File: src/hdl/canmb_pkg.sv
// Constants and types shared by the CAN message buffering block.
// How it works
// - Assembly buffer plus two visible receive buffers.
// - Landing sets received flag; software clears it.
// - Filters 0-1 to buffer 0, 2-5 to 1.
// - Frame type must match filter extended select.
// - Mode 01 or 10 ignores extended select.
// - Mask bit zero means identifier bit matches.
// - Accepted into full buffer: overrun, error, discard.
// - Without double buffering, buffers work independently.
// - Double buffering spills buffer 0 into buffer 1.
// - Receive errors count; warning 96, passive above 127.
// - Receive interrupt right after end of frame.
// - Errors in last message set invalid flag.
// - Wake from disable or sleep raises interrupt.
// - Three transmit buffers of full message each.
// - Two-bit priority, 11 highest, 00 lowest.
// - Setting request clears aborted, lost, error flags; a set for the buffer being sent is ignored here.
// - Idle bus starts highest priority pending buffer.
// - Success clears request and may interrupt.
// - Failure keeps request; error or lost flag.
// - Clear request or abort-all aborts, no free flag.
// - Transmit errors count; warning, passive, bus-off thresholds.
// - Free flag shows which transmit buffer is available; no free flag here, a low o_send_request bit marks it.
// - Initialization clears both counters, keeps flags.
package canmb_pkg;

   localparam int NUM_FILT = 6;
   localparam int NUM_TXB  = 3;
   localparam int FIFO_DEP = 2;

   // Interrupt status bit positions.
   localparam int ST_RX0     = 0;
   localparam int ST_RX1     = 1;
   localparam int ST_TX0     = 2;
   localparam int ST_ERR     = 5;
   localparam int ST_WAKE    = 6;
   localparam int ST_INVALID = 7;
   localparam int ST_RXWARN  = 9;
   localparam int ST_TXWARN  = 10;
   localparam int ST_RXPASS  = 11;
   localparam int ST_TXPASS  = 12;
   localparam int ST_BUSOFF  = 13;
   localparam int ST_RX1OVR  = 14;
   localparam int ST_RX0OVR  = 15;

   localparam logic [15:0] STATUS_RESET = 16'h0000;
   localparam logic [15:0] LEVEL_BITS   = 16'h3E00;

   localparam logic [7:0] REC_WARN    = 8'h60;
   localparam logic [7:0] REC_PASSIVE = 8'h7F;
   localparam logic [7:0] REC_MAX     = 8'hFF;
   localparam logic [8:0] TEC_WARN    = 9'h060;
   localparam logic [8:0] TEC_PASSIVE = 9'h07F;
   localparam logic [8:0] TEC_BUSOFF  = 9'h0FF;
   localparam logic [8:0] TEC_MAX     = 9'h100;

   localparam logic [1:0] MODE_NOEXT_A = 2'h1;
   localparam logic [1:0] MODE_NOEXT_B = 2'h2;

   typedef struct packed {
      logic        ext;
      logic [28:0] id;
      logic [3:0]  dlc;
      logic [63:0] data;
   } canmb_msg_t;

   typedef struct packed {
      logic        ext_sel;
      logic [28:0] id;
   } canmb_filt_t;

   typedef enum logic {TX_IDLE, TX_SEND} canmb_tx_state_t;

endpackage

File: src/hdl/canmb_top.sv
// Receive filtering and buffering plus prioritised transmit queue for a CAN controller.
`timescale 1ns/1ns
module canmb_top (
   input  wire logic                                i_clk,
   input  wire logic                                i_rst,
   input  wire logic                                i_init_mode,
   // Assembly buffer hand-off from the protocol engine.
   input  wire logic                                i_asm_valid,
   input  wire canmb_pkg::canmb_msg_t               i_asm_msg,
   output logic                                     o_asm_ready,
   input  wire logic                                i_rx_crc_err,
   input  wire logic                                i_rx_stuff_err,
   input  wire logic                                i_rx_invalid_err,
   input  wire logic                                i_wake_bus,
   input  wire logic                                i_wake_sleep,
   // Acceptance configuration.
   input  wire canmb_pkg::canmb_filt_t [5:0]        i_accept_filter,
   input  wire logic [1:0][28:0]                    i_accept_mask,
   input  wire logic [1:0][1:0]                     i_reception_mode_field,
   input  wire logic                                i_double_buffer_enable,
   input  wire logic [1:0]                          i_message_received_irq_enable,
   input  wire logic                                i_send_irq_enable,
   input  wire logic                                i_error_irq_enable,
   input  wire logic                                i_wake_irq_enable,
   input  wire logic [15:0]                         i_status_clear,
   // Transmit buffers.
   input  wire logic [2:0]                          i_tx_load,
   input  wire canmb_pkg::canmb_msg_t               i_tx_msg,
   input  wire logic [2:0][1:0]                     i_send_priority_field,
   input  wire logic [2:0]                          i_send_request_set,
   input  wire logic [2:0]                          i_send_request_clear,
   input  wire logic                                i_abort_all_pending,
   input  wire logic                                i_bus_idle,
   input  wire logic                                i_tx_success,
   input  wire logic                                i_tx_lost,
   input  wire logic                                i_tx_bus_err,
   input  wire logic                                i_tx_ack_err,
   input  wire logic                                i_tx_form_err,
   input  wire logic                                i_tx_bit_err,
   input  wire logic                                i_bus_off_recover,
   output canmb_pkg::canmb_msg_t                    o_tx_msg,
   output logic                                     o_tx_start,
   output logic                                     o_tx_drive_en,
   output logic [2:0]                               o_send_request,
   output logic [2:0]                               o_send_aborted_flag,
   output logic [2:0]                               o_send_lost_arbitration_flag,
   output logic [2:0]                               o_send_error_flag,
   output canmb_pkg::canmb_msg_t                    o_receive_buffer_0,
   output canmb_pkg::canmb_msg_t                    o_receive_buffer_1,
   output logic [15:0]                              o_interrupt_status_reg,
   output logic [7:0]                               o_receive_error_count,
   output logic [8:0]                               o_send_error_count,
   output logic                                     o_irq
);

   // Filter hit: masked identifier compare plus frame-type check.
   function automatic logic filt_hit(input canmb_pkg::canmb_msg_t m,
                                     input canmb_pkg::canmb_filt_t f,
                                     input logic [28:0] mask,
                                     input logic [1:0] mode);
      logic type_ok;
      type_ok = (mode == canmb_pkg::MODE_NOEXT_A) || (mode == canmb_pkg::MODE_NOEXT_B)
                || (f.ext_sel == m.ext);
      return type_ok && (((m.id ^ f.id) & mask) == 29'h0);
   endfunction

   // Two-entry buffer between the assembly buffer and the receive stage.
   localparam int FIFO_DEPTH_IDX = canmb_pkg::FIFO_DEP - 1;
   canmb_pkg::canmb_msg_t fifo [FIFO_DEPTH_IDX:0];
   logic          wr_ptr;
   logic          rd_ptr;
   logic [1:0]    fifo_count;
   logic [1:0]    next_fifo_count;
   wire logic     fifo_push = i_asm_valid && o_asm_ready;
   wire logic     fifo_valid = (fifo_count != 2'h0);
   wire logic     rx_take_ready = !i_init_mode;
   wire logic     fifo_pop = fifo_valid && rx_take_ready;
   wire canmb_pkg::canmb_msg_t head = fifo[rd_ptr];

   always_comb begin
      next_fifo_count = fifo_count;
      if (fifo_push && !fifo_pop) begin
         next_fifo_count = fifo_count + 2'h1;
      end else if (fifo_pop && !fifo_push) begin
         next_fifo_count = fifo_count - 2'h1;
      end
   end

   always_ff @(posedge i_clk) begin
      if (i_rst) begin
         wr_ptr      <= 1'b0;
         rd_ptr      <= 1'b0;
         fifo_count  <= 2'h0;
         o_asm_ready <= 1'b0;
      end else begin
         if (fifo_push) begin
            fifo[wr_ptr] <= i_asm_msg;
            wr_ptr       <= ~wr_ptr;
         end
         if (fifo_pop) begin
            rd_ptr <= ~rd_ptr;
         end
         fifo_count  <= next_fifo_count;
         o_asm_ready <= (next_fifo_count != 2'h2);
      end
   end

   // Acceptance decision for the message at the buffer head.
   logic [5:0] hits;
   genvar gf;
   generate
      for (gf = 0; gf < canmb_pkg::NUM_FILT; gf++) begin : g_filt
         assign hits[gf] = filt_hit(head, i_accept_filter[gf],
                                    i_accept_mask[gf >= 2], i_reception_mode_field[gf >= 2]);
      end
   endgenerate

   wire logic full0 = o_interrupt_status_reg[canmb_pkg::ST_RX0];
   wire logic full1 = o_interrupt_status_reg[canmb_pkg::ST_RX1];
   wire logic hit0  = fifo_pop && (|hits[1:0]);
   wire logic hit1  = fifo_pop && !(|hits[1:0]) && (|hits[5:2]);
   wire logic load0 = hit0 && !full0;
   wire logic spill = hit0 && full0 && i_double_buffer_enable && !full1;
   wire logic load1 = (hit1 && !full1) || spill;
   wire logic ovr0  = hit0 && full0 && !i_double_buffer_enable;
   wire logic ovr1  = (hit1 && full1) || (hit0 && full0 && i_double_buffer_enable && full1);

   always_ff @(posedge i_clk) begin
      if (i_rst) begin
         o_receive_buffer_0 <= '0;
         o_receive_buffer_1 <= '0;
      end else begin
         if (load0) begin
            o_receive_buffer_0 <= head;
         end
         if (load1) begin
            o_receive_buffer_1 <= head;
         end
      end
   end

   // Transmit buffer storage.
   canmb_pkg::canmb_msg_t tx_buf [2:0];
   always_ff @(posedge i_clk) begin
      for (int b = 0; b < canmb_pkg::NUM_TXB; b++) begin
         if (i_tx_load[b]) begin
            tx_buf[b] <= i_tx_msg;
         end
      end
   end

   // Highest-priority pending buffer; lower index wins a tie.
   logic [1:0] pick_idx;
   logic       pick_any;
   always_comb begin
      pick_idx = 2'h0;
      pick_any = 1'b0;
      for (int b = 0; b < canmb_pkg::NUM_TXB; b++) begin
         if (o_send_request[b] && !i_send_request_clear[b] && (!pick_any
             || (i_send_priority_field[b] > i_send_priority_field[pick_idx]))) begin
            pick_idx = 2'(b);
            pick_any = 1'b1;
         end
      end
   end

   canmb_pkg::canmb_tx_state_t tx_state;
   logic [1:0] cur_idx;
   logic [2:0] abort_pend;
   logic       bus_off;
   wire logic  can_start = (tx_state == canmb_pkg::TX_IDLE) && i_bus_idle && pick_any
                           && !i_abort_all_pending && !bus_off && !i_init_mode;
   wire logic  sending = (tx_state == canmb_pkg::TX_SEND);
   wire logic  tx_fail = sending && (i_tx_lost || i_tx_bus_err);
   wire logic  tx_ok   = sending && i_tx_success && !tx_fail;
   wire logic [2:0] cur_oh = 3'h1 << cur_idx;
   wire logic [2:0] abort_now = sending ? (abort_pend | i_send_request_clear
                                  | {3{i_abort_all_pending}}) : 3'h0;

   // Aborts that may be acted on this cycle: not the active buffer unless it just failed.
   logic [2:0] abort_done;
   always_comb begin
      abort_done = (i_send_request_clear | {3{i_abort_all_pending}}) & o_send_request;
      if (sending) begin
         abort_done = abort_done & ~cur_oh;
         if (tx_fail) begin
            abort_done = abort_done | (abort_now & cur_oh);
         end
      end
   end

   always_ff @(posedge i_clk) begin
      if (i_rst) begin
         tx_state                     <= canmb_pkg::TX_IDLE;
         cur_idx                      <= 2'h0;
         abort_pend                   <= 3'h0;
         o_tx_start                   <= 1'b0;
         o_tx_msg                     <= '0;
         o_send_request               <= 3'h0;
         o_send_aborted_flag          <= 3'h0;
         o_send_lost_arbitration_flag <= 3'h0;
         o_send_error_flag            <= 3'h0;
      end else begin
         o_tx_start <= can_start;
         if (can_start) begin
            tx_state   <= canmb_pkg::TX_SEND;
            cur_idx    <= pick_idx;
            o_tx_msg   <= tx_buf[pick_idx];
            abort_pend <= 3'h0;
         end else if (sending) begin
            abort_pend <= abort_now & cur_oh;
            if (tx_ok || tx_fail) begin
               tx_state <= canmb_pkg::TX_IDLE;
            end
         end
         for (int b = 0; b < canmb_pkg::NUM_TXB; b++) begin
            if (i_send_request_set[b] && !(sending && cur_oh[b])) begin
               o_send_request[b]               <= 1'b1;
               o_send_aborted_flag[b]          <= 1'b0;
               o_send_lost_arbitration_flag[b] <= 1'b0;
               o_send_error_flag[b]            <= 1'b0;
            end else if (abort_done[b]) begin
               o_send_request[b]      <= 1'b0;
               o_send_aborted_flag[b] <= 1'b1;
            end else if (tx_ok && cur_oh[b]) begin
               o_send_request[b] <= 1'b0;
            end
            if (tx_fail && cur_oh[b]) begin
               if (i_tx_bus_err) begin
                  o_send_error_flag[b] <= 1'b1;
               end
               if (i_tx_lost) begin
                  o_send_lost_arbitration_flag[b] <= 1'b1;
               end
            end
         end
      end
   end

   // Error counters.
   wire logic rx_err = i_rx_crc_err || i_rx_stuff_err || i_rx_invalid_err;
   wire logic tx_err = i_tx_ack_err || i_tx_form_err || i_tx_bit_err;
   logic [7:0] next_rec;
   logic [8:0] next_tec;
   always_comb begin
      next_rec = o_receive_error_count;
      next_tec = o_send_error_count;
      if (i_init_mode || i_bus_off_recover) begin
         next_rec = 8'h00;
         next_tec = 9'h000;
      end else begin
         if (rx_err && (o_receive_error_count != canmb_pkg::REC_MAX)) begin
            next_rec = o_receive_error_count + 8'h01;
         end
         if (tx_err && (o_send_error_count != canmb_pkg::TEC_MAX)) begin
            next_tec = o_send_error_count + 9'h001;
         end
      end
   end

   assign bus_off = o_interrupt_status_reg[canmb_pkg::ST_BUSOFF];

   // Level indications derived from the counters.
   logic [15:0] level_next;
   always_comb begin
      level_next                         = 16'h0000;
      level_next[canmb_pkg::ST_RXWARN]   = (next_rec >= canmb_pkg::REC_WARN);
      level_next[canmb_pkg::ST_RXPASS]   = (next_rec > canmb_pkg::REC_PASSIVE);
      level_next[canmb_pkg::ST_TXWARN]   = (next_tec > canmb_pkg::TEC_WARN);
      level_next[canmb_pkg::ST_TXPASS]   = (next_tec > canmb_pkg::TEC_PASSIVE);
      level_next[canmb_pkg::ST_BUSOFF]   = (next_tec > canmb_pkg::TEC_BUSOFF);
   end

   // Sticky events; a set in the same cycle as a clear wins.
   logic [15:0] st_set;
   always_comb begin
      st_set                         = 16'h0000;
      st_set[canmb_pkg::ST_RX0]      = load0;
      st_set[canmb_pkg::ST_RX1]      = load1;
      st_set[canmb_pkg::ST_TX0 +: 3] = tx_ok ? cur_oh : 3'h0;
      st_set[canmb_pkg::ST_RX0OVR]   = ovr0;
      st_set[canmb_pkg::ST_RX1OVR]   = ovr1;
      st_set[canmb_pkg::ST_INVALID]  = rx_err;
      st_set[canmb_pkg::ST_WAKE]     = i_wake_bus || i_wake_sleep;
      st_set[canmb_pkg::ST_ERR]      = ovr0 || ovr1 || rx_err || (tx_fail && i_tx_bus_err)
         || (level_next[canmb_pkg::ST_RXWARN]
             && !o_interrupt_status_reg[canmb_pkg::ST_RXWARN])
         || (level_next[canmb_pkg::ST_TXWARN]
             && !o_interrupt_status_reg[canmb_pkg::ST_TXWARN]);
   end

   wire logic [15:0] next_status =
      (((o_interrupt_status_reg & ~i_status_clear) | st_set) & ~canmb_pkg::LEVEL_BITS)
      | level_next;

   wire logic next_irq =
      (|(next_status[1:0] & i_message_received_irq_enable))
      || (i_send_irq_enable && (|next_status[canmb_pkg::ST_TX0 +: 3]))
      || (i_error_irq_enable && next_status[canmb_pkg::ST_ERR])
      || (i_wake_irq_enable && next_status[canmb_pkg::ST_WAKE]);

   always_ff @(posedge i_clk) begin
      if (i_rst) begin
         o_interrupt_status_reg <= canmb_pkg::STATUS_RESET;
         o_receive_error_count  <= 8'h00;
         o_send_error_count     <= 9'h000;
         o_tx_drive_en          <= 1'b0;
         o_irq                  <= 1'b0;
      end else begin
         o_interrupt_status_reg <= next_status;
         o_receive_error_count  <= next_rec;
         o_send_error_count     <= next_tec;
         o_tx_drive_en          <= !level_next[canmb_pkg::ST_BUSOFF] && !i_init_mode;
         o_irq                  <= next_irq;
      end
   end

endmodule

File: config.mk
export PLATFORM = sky130hd
export DESIGN_NAME = canmb_top
export DESIGN_NICKNAME = d
export VERILOG_FILES = /design/src/hdl/canmb_pkg.sv /design/src/hdl/canmb_top.sv
export SDC_FILE = /design/constraint.sdc
export NUM_CORES = 1
export LEC_CHECK = 0
export BUFFER_PORTS_ARGS = -buffer_cell sky130_fd_sc_hd__buf_2
export CORE_AREA = 2 2 323 325
export CTS_CLUSTER_DIAMETER = 80
export CTS_CLUSTER_SIZE = 40
export DETAILED_ROUTE_END_ITERATION = 6
export DIE_AREA = 0 0 325 327
export GPL_ROUTABILITY_DRIVEN = 1
export SYNTH_ARGS = -nofsm -noshare
export SYNTH_HDL_FRONTEND = slang
export SYNTH_SLANG_ARGS = --single-unit
File: constraint.sdc
create_clock -name i_clk -period 12.82 [get_ports i_clk]
set_input_delay 1.923 -clock i_clk [delete_from_list [all_inputs] [get_ports i_clk]]
set_output_delay 1.923 -clock i_clk [all_outputs]
set_load 0.05 [all_outputs]
==> results.sh, run 1 <==
export IMPL_largest_register="tx_buf"
export IMPL_grt_pass1_vias=22766
export IMPL_power_sequential_fraction_pct=53.9
export IMPL_rsz0062_at_grt="no"
export IMPL_biggestRegsByFlops="tx_buf x294, fifo x196"
export IMPL_share_of_the_cycle_needed_by_the_critical_path_after_routing_pct=51.3
export IMPL_drt_total_wl_mm=113
export IMPL_dr_total_vias=23313
export IMPL_cp_end_kind="flip-flop"
export IMPL_crit_fanout=196
export IMPL_seq_area_frac_synth_pct=64.6
export IMPL_minimum_setup_slack_among_reg_to_reg_paths_ns=6.25
export IMPL_placementRows=118
export IMPL_p_int_uw=4040
export IMPL_p_total_uw=5660
export IMPL_synthesis_area_mm2=0.0338
export IMPL_grt_first_pass_wirelength_mm=161
export IMPL_largest_register_ffs=294
export IMPL_coreArea_mm2=0.103
export IMPL_grt_max_degree=197
export IMPL_timing_fmax_mhz=152
export IMPL_worstPathRequired_ns=13.37
export IMPL_setup_tns_final_ns=0
export IMPL_hold_path_startpoint="o_interrupt_status_reg[7]$_SDFF_PP0_"
export IMPL_detailed_place_hpwl_mm=83.2
export IMPL_worst_slew_pin_slew_ns=1.15
export IMPL_cts_buffers=41
export IMPL_vdd_ir_drop_max_mv=0.169
export IMPL_initial_utilization_pct=32.8
export IMPL_grt_overflow_total=0
export IMPL_grt_antenna_before_repair=47
export IMPL_final_net_count=3918
export IMPL_cts_hold_buffers=0
export IMPL_die_area_mm2=0.106
export IMPL_timing_max_cap_violations=0
export IMPL_synth_compound_area_share_pct=9.17
export IMPL_max_clock_path_buffers=3
export IMPL_routabilityCongestion=0.915
export IMPL_cts_reportedPaths_clkPinSlew_ns=0.11
export IMPL_worst_slew_margin_relative_to_its_limit_pct=22.7
export IMPL_area_growth_from_synthesis_to_final_layout_pct=21.2
export IMPL_start_to_end_type_of_the_worst_setup_path="flip-flop to flip-flop"
export IMPL_p_sw_share_pct=28.6
export IMPL_cellPowerDensity_mw_per_mm2=138
export IMPL_synth_fa_ha_area_share_pct=0.296
export IMPL_finalWorstPathRequiredPeriod_ns=6.57
export IMPL_synth_lib_cells_used_distinct=56
export IMPL_ff_latch_area_mm2=0.0218
export IMPL_comb_power_share_pct=16.2
export IMPL_fp_dieH_um=327
export IMPL_first_pass_iters=5
export IMPL_drt_iter0_markers=1317
export IMPL_yosys_register_bits=844
export IMPL_multi_input_comb_area_mm2=0.0109
export IMPL_post_route_drc_count=0
export IMPL_synth_mux_area_share_pct=9.85
export IMPL_clkSinkCount=844
export IMPL_synth_xor_xnor_area_share_pct=5.16
export IMPL_later_pin_clock_latency_in_the_skew_report_ns=0.65
export IMPL_syn_mean_instance_area_um2=12.7
export IMPL_cts_root_buffer_cell="sky130_fd_sc_hd__clkbuf_16"
export IMPL_post_cts_resized_instances=0
export IMPL_top_ports=836
export IMPL_track_usage_pct=20.6
export IMPL_htreeDepth=2
export IMPL_cp_arrival_ns=7.12
export IMPL_number_of_cells_on_the_worst_reg_to_reg_path=12
export IMPL_synth_top_family_by_area="multiplexers"
export IMPL_drt_wirelength_per_cell_um=23.4
export IMPL_holdCritPathClass="flip-flop to flip-flop"
export IMPL_numPortBuffers=830
export IMPL_syn_num_nets=3154
export IMPL_run_status="completed"
export IMPL_synth_main_ff_cell="sky130_fd_sc_hd__edfxtp_1"
export IMPL_clockPowerShare_pct=29.9
export IMPL_route_antenna_remaining_nets=0
export IMPL_fp_dieW_um=325
export IMPL_critPathLaunchType="flip-flop"
export IMPL_timing_hold_violations_final=0
export IMPL_critical_path_endpoint="o_receive_buffer_0[63]$_SDFFE_PP0P_"
export IMPL_tritoncts_clock_tree="done"
export IMPL_final_setup_skew_ns=0.0613
export IMPL_p_sw_uw=1620
export IMPL_setup_viol=0
export IMPL_yosys_warnings=0
export IMPL_postSynth_asyncResetShare_pct=0
export IMPL_crit_reg2reg_capture="o_receive_buffer_0[63]$_SDFFE_PP0P_"
export IMPL_post_cts_setup_buffer_count=0
export IMPL_finalMaxSlewViolations=0
export IMPL_yosys_area_share_simple_pct=7.83
export IMPL_final_layout_size_suffix_gt1_share_pct=28.4
export IMPL_fillers=9968
export IMPL_vias_per_cell=4.82
export IMPL_synth_cells=2653
export IMPL_leakage_uw=0.0154
export IMPL_synth_edf_count=490
-- worst max-delay path, stage by stage, from the launching register on --
cell and delay, ns:
sky130_fd_sc_hd__dfxtp_4 0.80, sky130_fd_sc_hd__buf_4 0.77, sky130_fd_sc_hd__buf_4 0.88, sky130_fd_sc_hd__mux2i_4 0.82, sky130_fd_sc_hd__xnor2_1 0.16, sky130_fd_sc_hd__a22oi_1 0.22
sky130_fd_sc_hd__nand4_1 0.18, sky130_fd_sc_hd__nor4_2 0.93, sky130_fd_sc_hd__nor2_1 0.20, sky130_fd_sc_hd__nor3_4 0.28, sky130_fd_sc_hd__buf_12 0.55, sky130_fd_sc_hd__nor2_1 0.08
sky130_fd_sc_hd__a211oi_1 0.24
-- cell usage after synthesis, types with 4 or more instances --
cell | instances | area [µm²]
sky130_fd_sc_hd__o21ai_0 | 13 | 65.1
sky130_fd_sc_hd__ha_1 | 8 | 100
sky130_fd_sc_hd__a211oi_1 | 202 | 1520
sky130_fd_sc_hd__nand2b_1 | 15 | 93.8
sky130_fd_sc_hd__mux2i_1 | 267 | 2670
sky130_fd_sc_hd__nor4_1 | 6 | 37.5
sky130_fd_sc_hd__buf_2 | 22 | 110
sky130_fd_sc_hd__nor4b_1 | 4 | 35.0
sky130_fd_sc_hd__nor3b_1 | 4 | 30.0
sky130_fd_sc_hd__buf_1 | 6 | 22.5
sky130_fd_sc_hd__edfxtp_1 | 490 | 14700
sky130_fd_sc_hd__clkbuf_1 | 100 | 375
sky130_fd_sc_hd__a22oi_1 | 90 | 676
sky130_fd_sc_hd__inv_1 | 121 | 454
sky130_fd_sc_hd__mux2i_4 | 25 | 563
sky130_fd_sc_hd__nand3_1 | 21 | 105
sky130_fd_sc_hd__nor2_1 | 383 | 1440
sky130_fd_sc_hd__nand4_1 | 22 | 138
sky130_fd_sc_hd__dfxtp_1 | 354 | 7090
sky130_fd_sc_hd__mux2i_2 | 5 | 68.8
sky130_fd_sc_hd__nand2_1 | 28 | 105
sky130_fd_sc_hd__a21oi_1 | 129 | 646
sky130_fd_sc_hd__buf_4 | 9 | 67.6
sky130_fd_sc_hd__nor3_1 | 14 | 70.1
sky130_fd_sc_hd__and2_1 | 70 | 438
sky130_fd_sc_hd__xnor2_1 | 192 | 1680
sky130_fd_sc_hd__nand3b_1 | 4 | 30.0
sky130_fd_sc_hd__xor2_1 | 7 | 61.3
sky130_fd_sc_hd__or2_2 | 4 | 25.0
-- kinds of logic after synthesis --
family                   after synthesis
adder cells (fa/ha/maj)                8
XOR/XNOR                             199
multiplexers                         299
buffers and inverters                261
flip-flops                           844
AO/OA/AOI/OAI                        456
AND/OR/NAND/NOR                      586
-- cell type report --
cell class | instances | area share [%]
tap | 1380 | 4.22
clock inverter | 29 | 1.24
clock buffer | 44 | 2.56
multi-input combinational | 1548 | 26.7
timing repair buffer | 860 | 10.8
inverter | 122 | 1.12
antenna | 11 | 0.0672
sequential | 844 | 53.3
-- metrics by stage --
stage / instance area, µm² / hold slack (ns) / std cells / worst slack [ns] / utilization, %
after floorplan: 33800 / 0.450 / 2653 / 2.64 / -
after global placement: 39400 / 0.457 / 4754 / 5.79 / 38.2
after detailed placement: 39400 / 0.461 / 4754 / 5.72 / 38.2
after CTS: 40900 / 0.476 / 4827 / 6.04 / 39.8
after global routing: 40900 / 0.501 / 4833 / 5.84 / 39.8
final: 40900 / 0.476 / 4838 / 6.25 / 39.8
-- how the worst min path moves through the flow --
stage                                             to  cells after the start
2_1_floorplan             abort_pend[0]$_SDFFE_PP0P_                      2
4_1_cts         o_interrupt_status_reg[7]$_SDFF_PP0_                      2
6_report        o_interrupt_status_reg[7]$_SDFF_PP0_                      2
3_5_place_dp    o_interrupt_status_reg[7]$_SDFF_PP0_                      2
5_1_grt         o_interrupt_status_reg[8]$_SDFF_PP0_                      1
3_3_place_gp   o_interrupt_status_reg[15]$_SDFF_PP0_                      2
-- cell usage in the layout (no fill, tap or decap), types with 22 or more instances in the layout --
cell type / n
sky130_fd_sc_hd__nand2_1: 27
sky130_fd_sc_hd__buf_4: 31
sky130_fd_sc_hd__clkbuf_16: 41
sky130_fd_sc_hd__xnor2_1: 192
sky130_fd_sc_hd__nand4_1: 22
sky130_fd_sc_hd__a211oi_1: 202
sky130_fd_sc_hd__mux2i_1: 267
sky130_fd_sc_hd__buf_2: 826
sky130_fd_sc_hd__inv_1: 121
sky130_fd_sc_hd__a22oi_1: 90
sky130_fd_sc_hd__and2_1: 70
sky130_fd_sc_hd__a21oi_1: 129
sky130_fd_sc_hd__mux2i_4: 25
sky130_fd_sc_hd__dfxtp_1: 353
sky130_fd_sc_hd__nor2_1: 382
sky130_fd_sc_hd__edfxtp_1: 490
-- power by group through the flow --
stage	clock [µW]	combinational (µW)	sequential, µW
floorplan	0	540	3130
global placement	0	925	3110
global route	1830	982	3060
finish	1690	918	3050
CTS	1750	931	3050
detailed placement	0	927	3110
-- routing by layer --
metal	track usage [%]	up-vias	share of wire [%]
li1	-	11092	-
met1	22.0	11241	37
met2	37.7	732	52
met3	6.70	206	7.5
met4	7.46	42	3.8
met5	0	-	0.22
Note: power is estimated with default switching activity, not from simulation.
==> inputs of run 2 (changes only) <==
==> constraint.sdc (replaced) <==
create_clock -name i_clk -period 6.83 [get_ports i_clk]
set_input_delay 1.0245 -clock i_clk [delete_from_list [all_inputs] [get_ports i_clk]]
set_output_delay 1.0245 -clock i_clk [all_outputs]
set_load 0.05 [all_outputs]
==> results.sh, run 2 (synthesis results as in run 1) <==
export IMPL_run_status="completed"
export IMPL_post_cts_setup_buffer_count=0
export IMPL_final_net_count=3920
export IMPL_cts_hold_buffers=0
export IMPL_timing_critical_path_slowest_cell_delay_ns=0.93
export IMPL_detailed_place_hpwl_mm=82.9
export IMPL_finalCoreUtilization_pct=39.9
export IMPL_vdd_ir_drop_max_mv=0.302
export IMPL_share_of_the_cycle_needed_by_the_critical_path_after_routing_pct=73.7
export IMPL_clkSinkCount=844
export IMPL_cts_reportedPaths_clkPinSlew_ns=0.12
export IMPL_grt_first_pass_wirelength_mm=159
export IMPL_comb_power_share_pct=16.4
export IMPL_routabilityCongestion=0.943
export IMPL_leading_cell_types_in_the_layout_fill_and_taps_excluded="826 x sky130_fd_sc_hd__buf_2, 490 x sky130_fd_sc_hd__edfxtp_1, 382 x sky130_fd_sc_hd__nor2_1"
export IMPL_grt_pass1_vias=22286
export IMPL_metal1_wirelength_mm=41.4
export IMPL_highest_signal_layer="met5"
export IMPL_drt_wirelength_per_cell_um=23.3
export IMPL_vias_per_cell=4.81
export IMPL_cts_buffers=39
export IMPL_fp_dieW_um=325
export IMPL_grt_antenna_before_repair=53
export IMPL_worst_slew_margin_relative_to_its_limit_pct=23.4
export IMPL_timing_max_cap_violations=0
export IMPL_numPortBuffers=830
export IMPL_setup_viol=0
export IMPL_finalInstanceArea_mm2=0.0411
export IMPL_leakage_uw=0.0154
export IMPL_later_pin_clock_latency_in_the_skew_report_ns=0.65
export IMPL_final_setup_skew_ns=0.0438
export IMPL_placed_area_mm2=0.0395
export IMPL_fillers=9919
export IMPL_p_sw_share_pct=28.8
export IMPL_timing_fmax_mhz=199
export IMPL_largest_register="tx_buf"
export IMPL_p_int_uw=7590
export IMPL_largest_register_ffs=294
export IMPL_crit_fanout=99
export IMPL_post_cts_resized_instances=0
export IMPL_worstPathRequired_ns=7.40
export IMPL_crit_path_cell_trace="buf_4 > mux2i_4 > xnor2_1 > a22oi_1 > nand3_1 > nor4_1 > nor4_1 > buf_4 > o41ai_2 > buf_12 > mux2i_1 > and2_1"
export IMPL_max_clock_path_buffers=3
export IMPL_layout_commonest_cell="sky130_fd_sc_hd__buf_2"
export IMPL_grt_max_degree=137
export IMPL_holdCritPathClass="flip-flop to flip-flop"
export IMPL_clockPowerShare_pct=29.8
export IMPL_area_growth_from_synthesis_to_final_layout_pct=21.7
export IMPL_finalWorstPathRequiredPeriod_ns=5.03
export IMPL_track_usage_pct=20.4
export IMPL_placementRows=118
export IMPL_setup_tns_final_ns=0
export IMPL_cp_arrival_ns=5.60
export IMPL_drt_iter0_markers=1425
export IMPL_rsz0062_at_grt="no"
export IMPL_final_layout_size_suffix_gt1_share_pct=28.5
export IMPL_power_sequential_fraction_pct=53.9
export IMPL_drt_total_wl_mm=113
export IMPL_p_total_uw=10700
export IMPL_cellPowerDensity_mw_per_mm2=259
export IMPL_timing_hold_violations_final=0
export IMPL_coreArea_mm2=0.103
export IMPL_first_pass_iters=5
export IMPL_route_met2_wl_mm=57.4
export IMPL_cts_root_buffer_cell="sky130_fd_sc_hd__clkbuf_16"
export IMPL_route_antenna_remaining_nets=0
export IMPL_critPathLaunchType="flip-flop"
export IMPL_worst_slew_pin_slew_ns=1.13
export IMPL_start_to_end_type_of_the_worst_setup_path="flip-flop to flip-flop"
export IMPL_p_sw_uw=3060
export IMPL_cp_end_kind="flip-flop"
export IMPL_post_route_drc_count=0
export IMPL_htreeDepth=2
export IMPL_grt_overflow_total=0
export IMPL_biggestRegsByFlops="tx_buf x294, fifo x196"
export IMPL_fp_dieH_um=327
export IMPL_finalMaxSlewViolations=0
export IMPL_die_area_mm2=0.106
export IMPL_top_ports=836
export IMPL_met3_wirelength_mm=8.80
export IMPL_crit_path_top_delay_cell="sky130_fd_sc_hd__dfxtp_4"
export IMPL_dr_total_vias=23298
export IMPL_tritoncts_clock_tree="done"
export IMPL_initial_utilization_pct=32.8
run 2: changes by cell type in the layout (fill, tap and decap cells not counted), sizes merged:
cell      before  now
buf          860  864
clkbuf        44   41
clkinv        12   14
clkinvlp       3    1
diode         11   17
inv          135  136
run 2: metrics by stage:
stage                     hold WS [ns]  setup slack, ns  cells
final                            0.480             1.80   4846
after global routing             0.486             1.37   4842
after CTS                        0.481             1.56   4829
after detailed placement         0.464             1.59   4758
after global placement           0.457             1.70   4758
after floorplan                  0.450            0.898   2653
run 2: layout make-up:
class	count	area (µm²)	share of cell area, %
sequential	844	21800	53.1
multi-input combinational	1548	11000	26.7
timing repair buffer	864	4540	11.0
tap	1380	1730	4.20
clock buffer	41	1030	2.50
clock inverter	30	546	1.33
inverter	122	458	1.11
antenna	17	42.5	0.104
run 2: layer usage:
layer  global-route usage, %  vias up
li1                        -    11100
met1                    22.1    11169
met2                    36.5      773
met3                    6.62      212
met4                    8.88       44
met5                       0        -
run 2: path summary, 6_finish.rpt:
kind                                                       startpoint                               endpoint  slack, ns  cells past startpoint
worst min-delay path            o_interrupt_status_reg[15]$_SDFF_PP0_  o_interrupt_status_reg[15]$_SDFF_PP0_       0.48                      2
worst max register to register                              flip-flop    o_receive_buffer_1[26]$_SDFFE_PP0P_       1.80                     12
worst max-delay path                                        flip-flop    o_receive_buffer_1[26]$_SDFFE_PP0P_       1.80                     12
worst min register to register  o_interrupt_status_reg[15]$_SDFF_PP0_  o_interrupt_status_reg[15]$_SDFF_PP0_       0.48                      2
run 2: power groups by stage:
stage,combinational [µW],sequential (µW),clock [µW]
6_report,1740,5740,3170
5_1_grt,1860,5760,3450
4_1_cts,1760,5740,3280
3_5_place_dp,1750,5860,0
3_3_place_gp,1750,5850,0
2_1_floorplan,1010,5870,0
run 2: critical path: cells and delay by family (launching register included):
| family | cells | cell delay [ns] |
|---|---|---|
| simple gates | 4 | 0.83 |
| buf+inv | 3 | 1.09 |
| compound gates | 2 | 0.85 |
| flops | 1 | 0.93 |
| xor+xnor | 1 | 0.14 |
| mux | 2 | 0.91 |
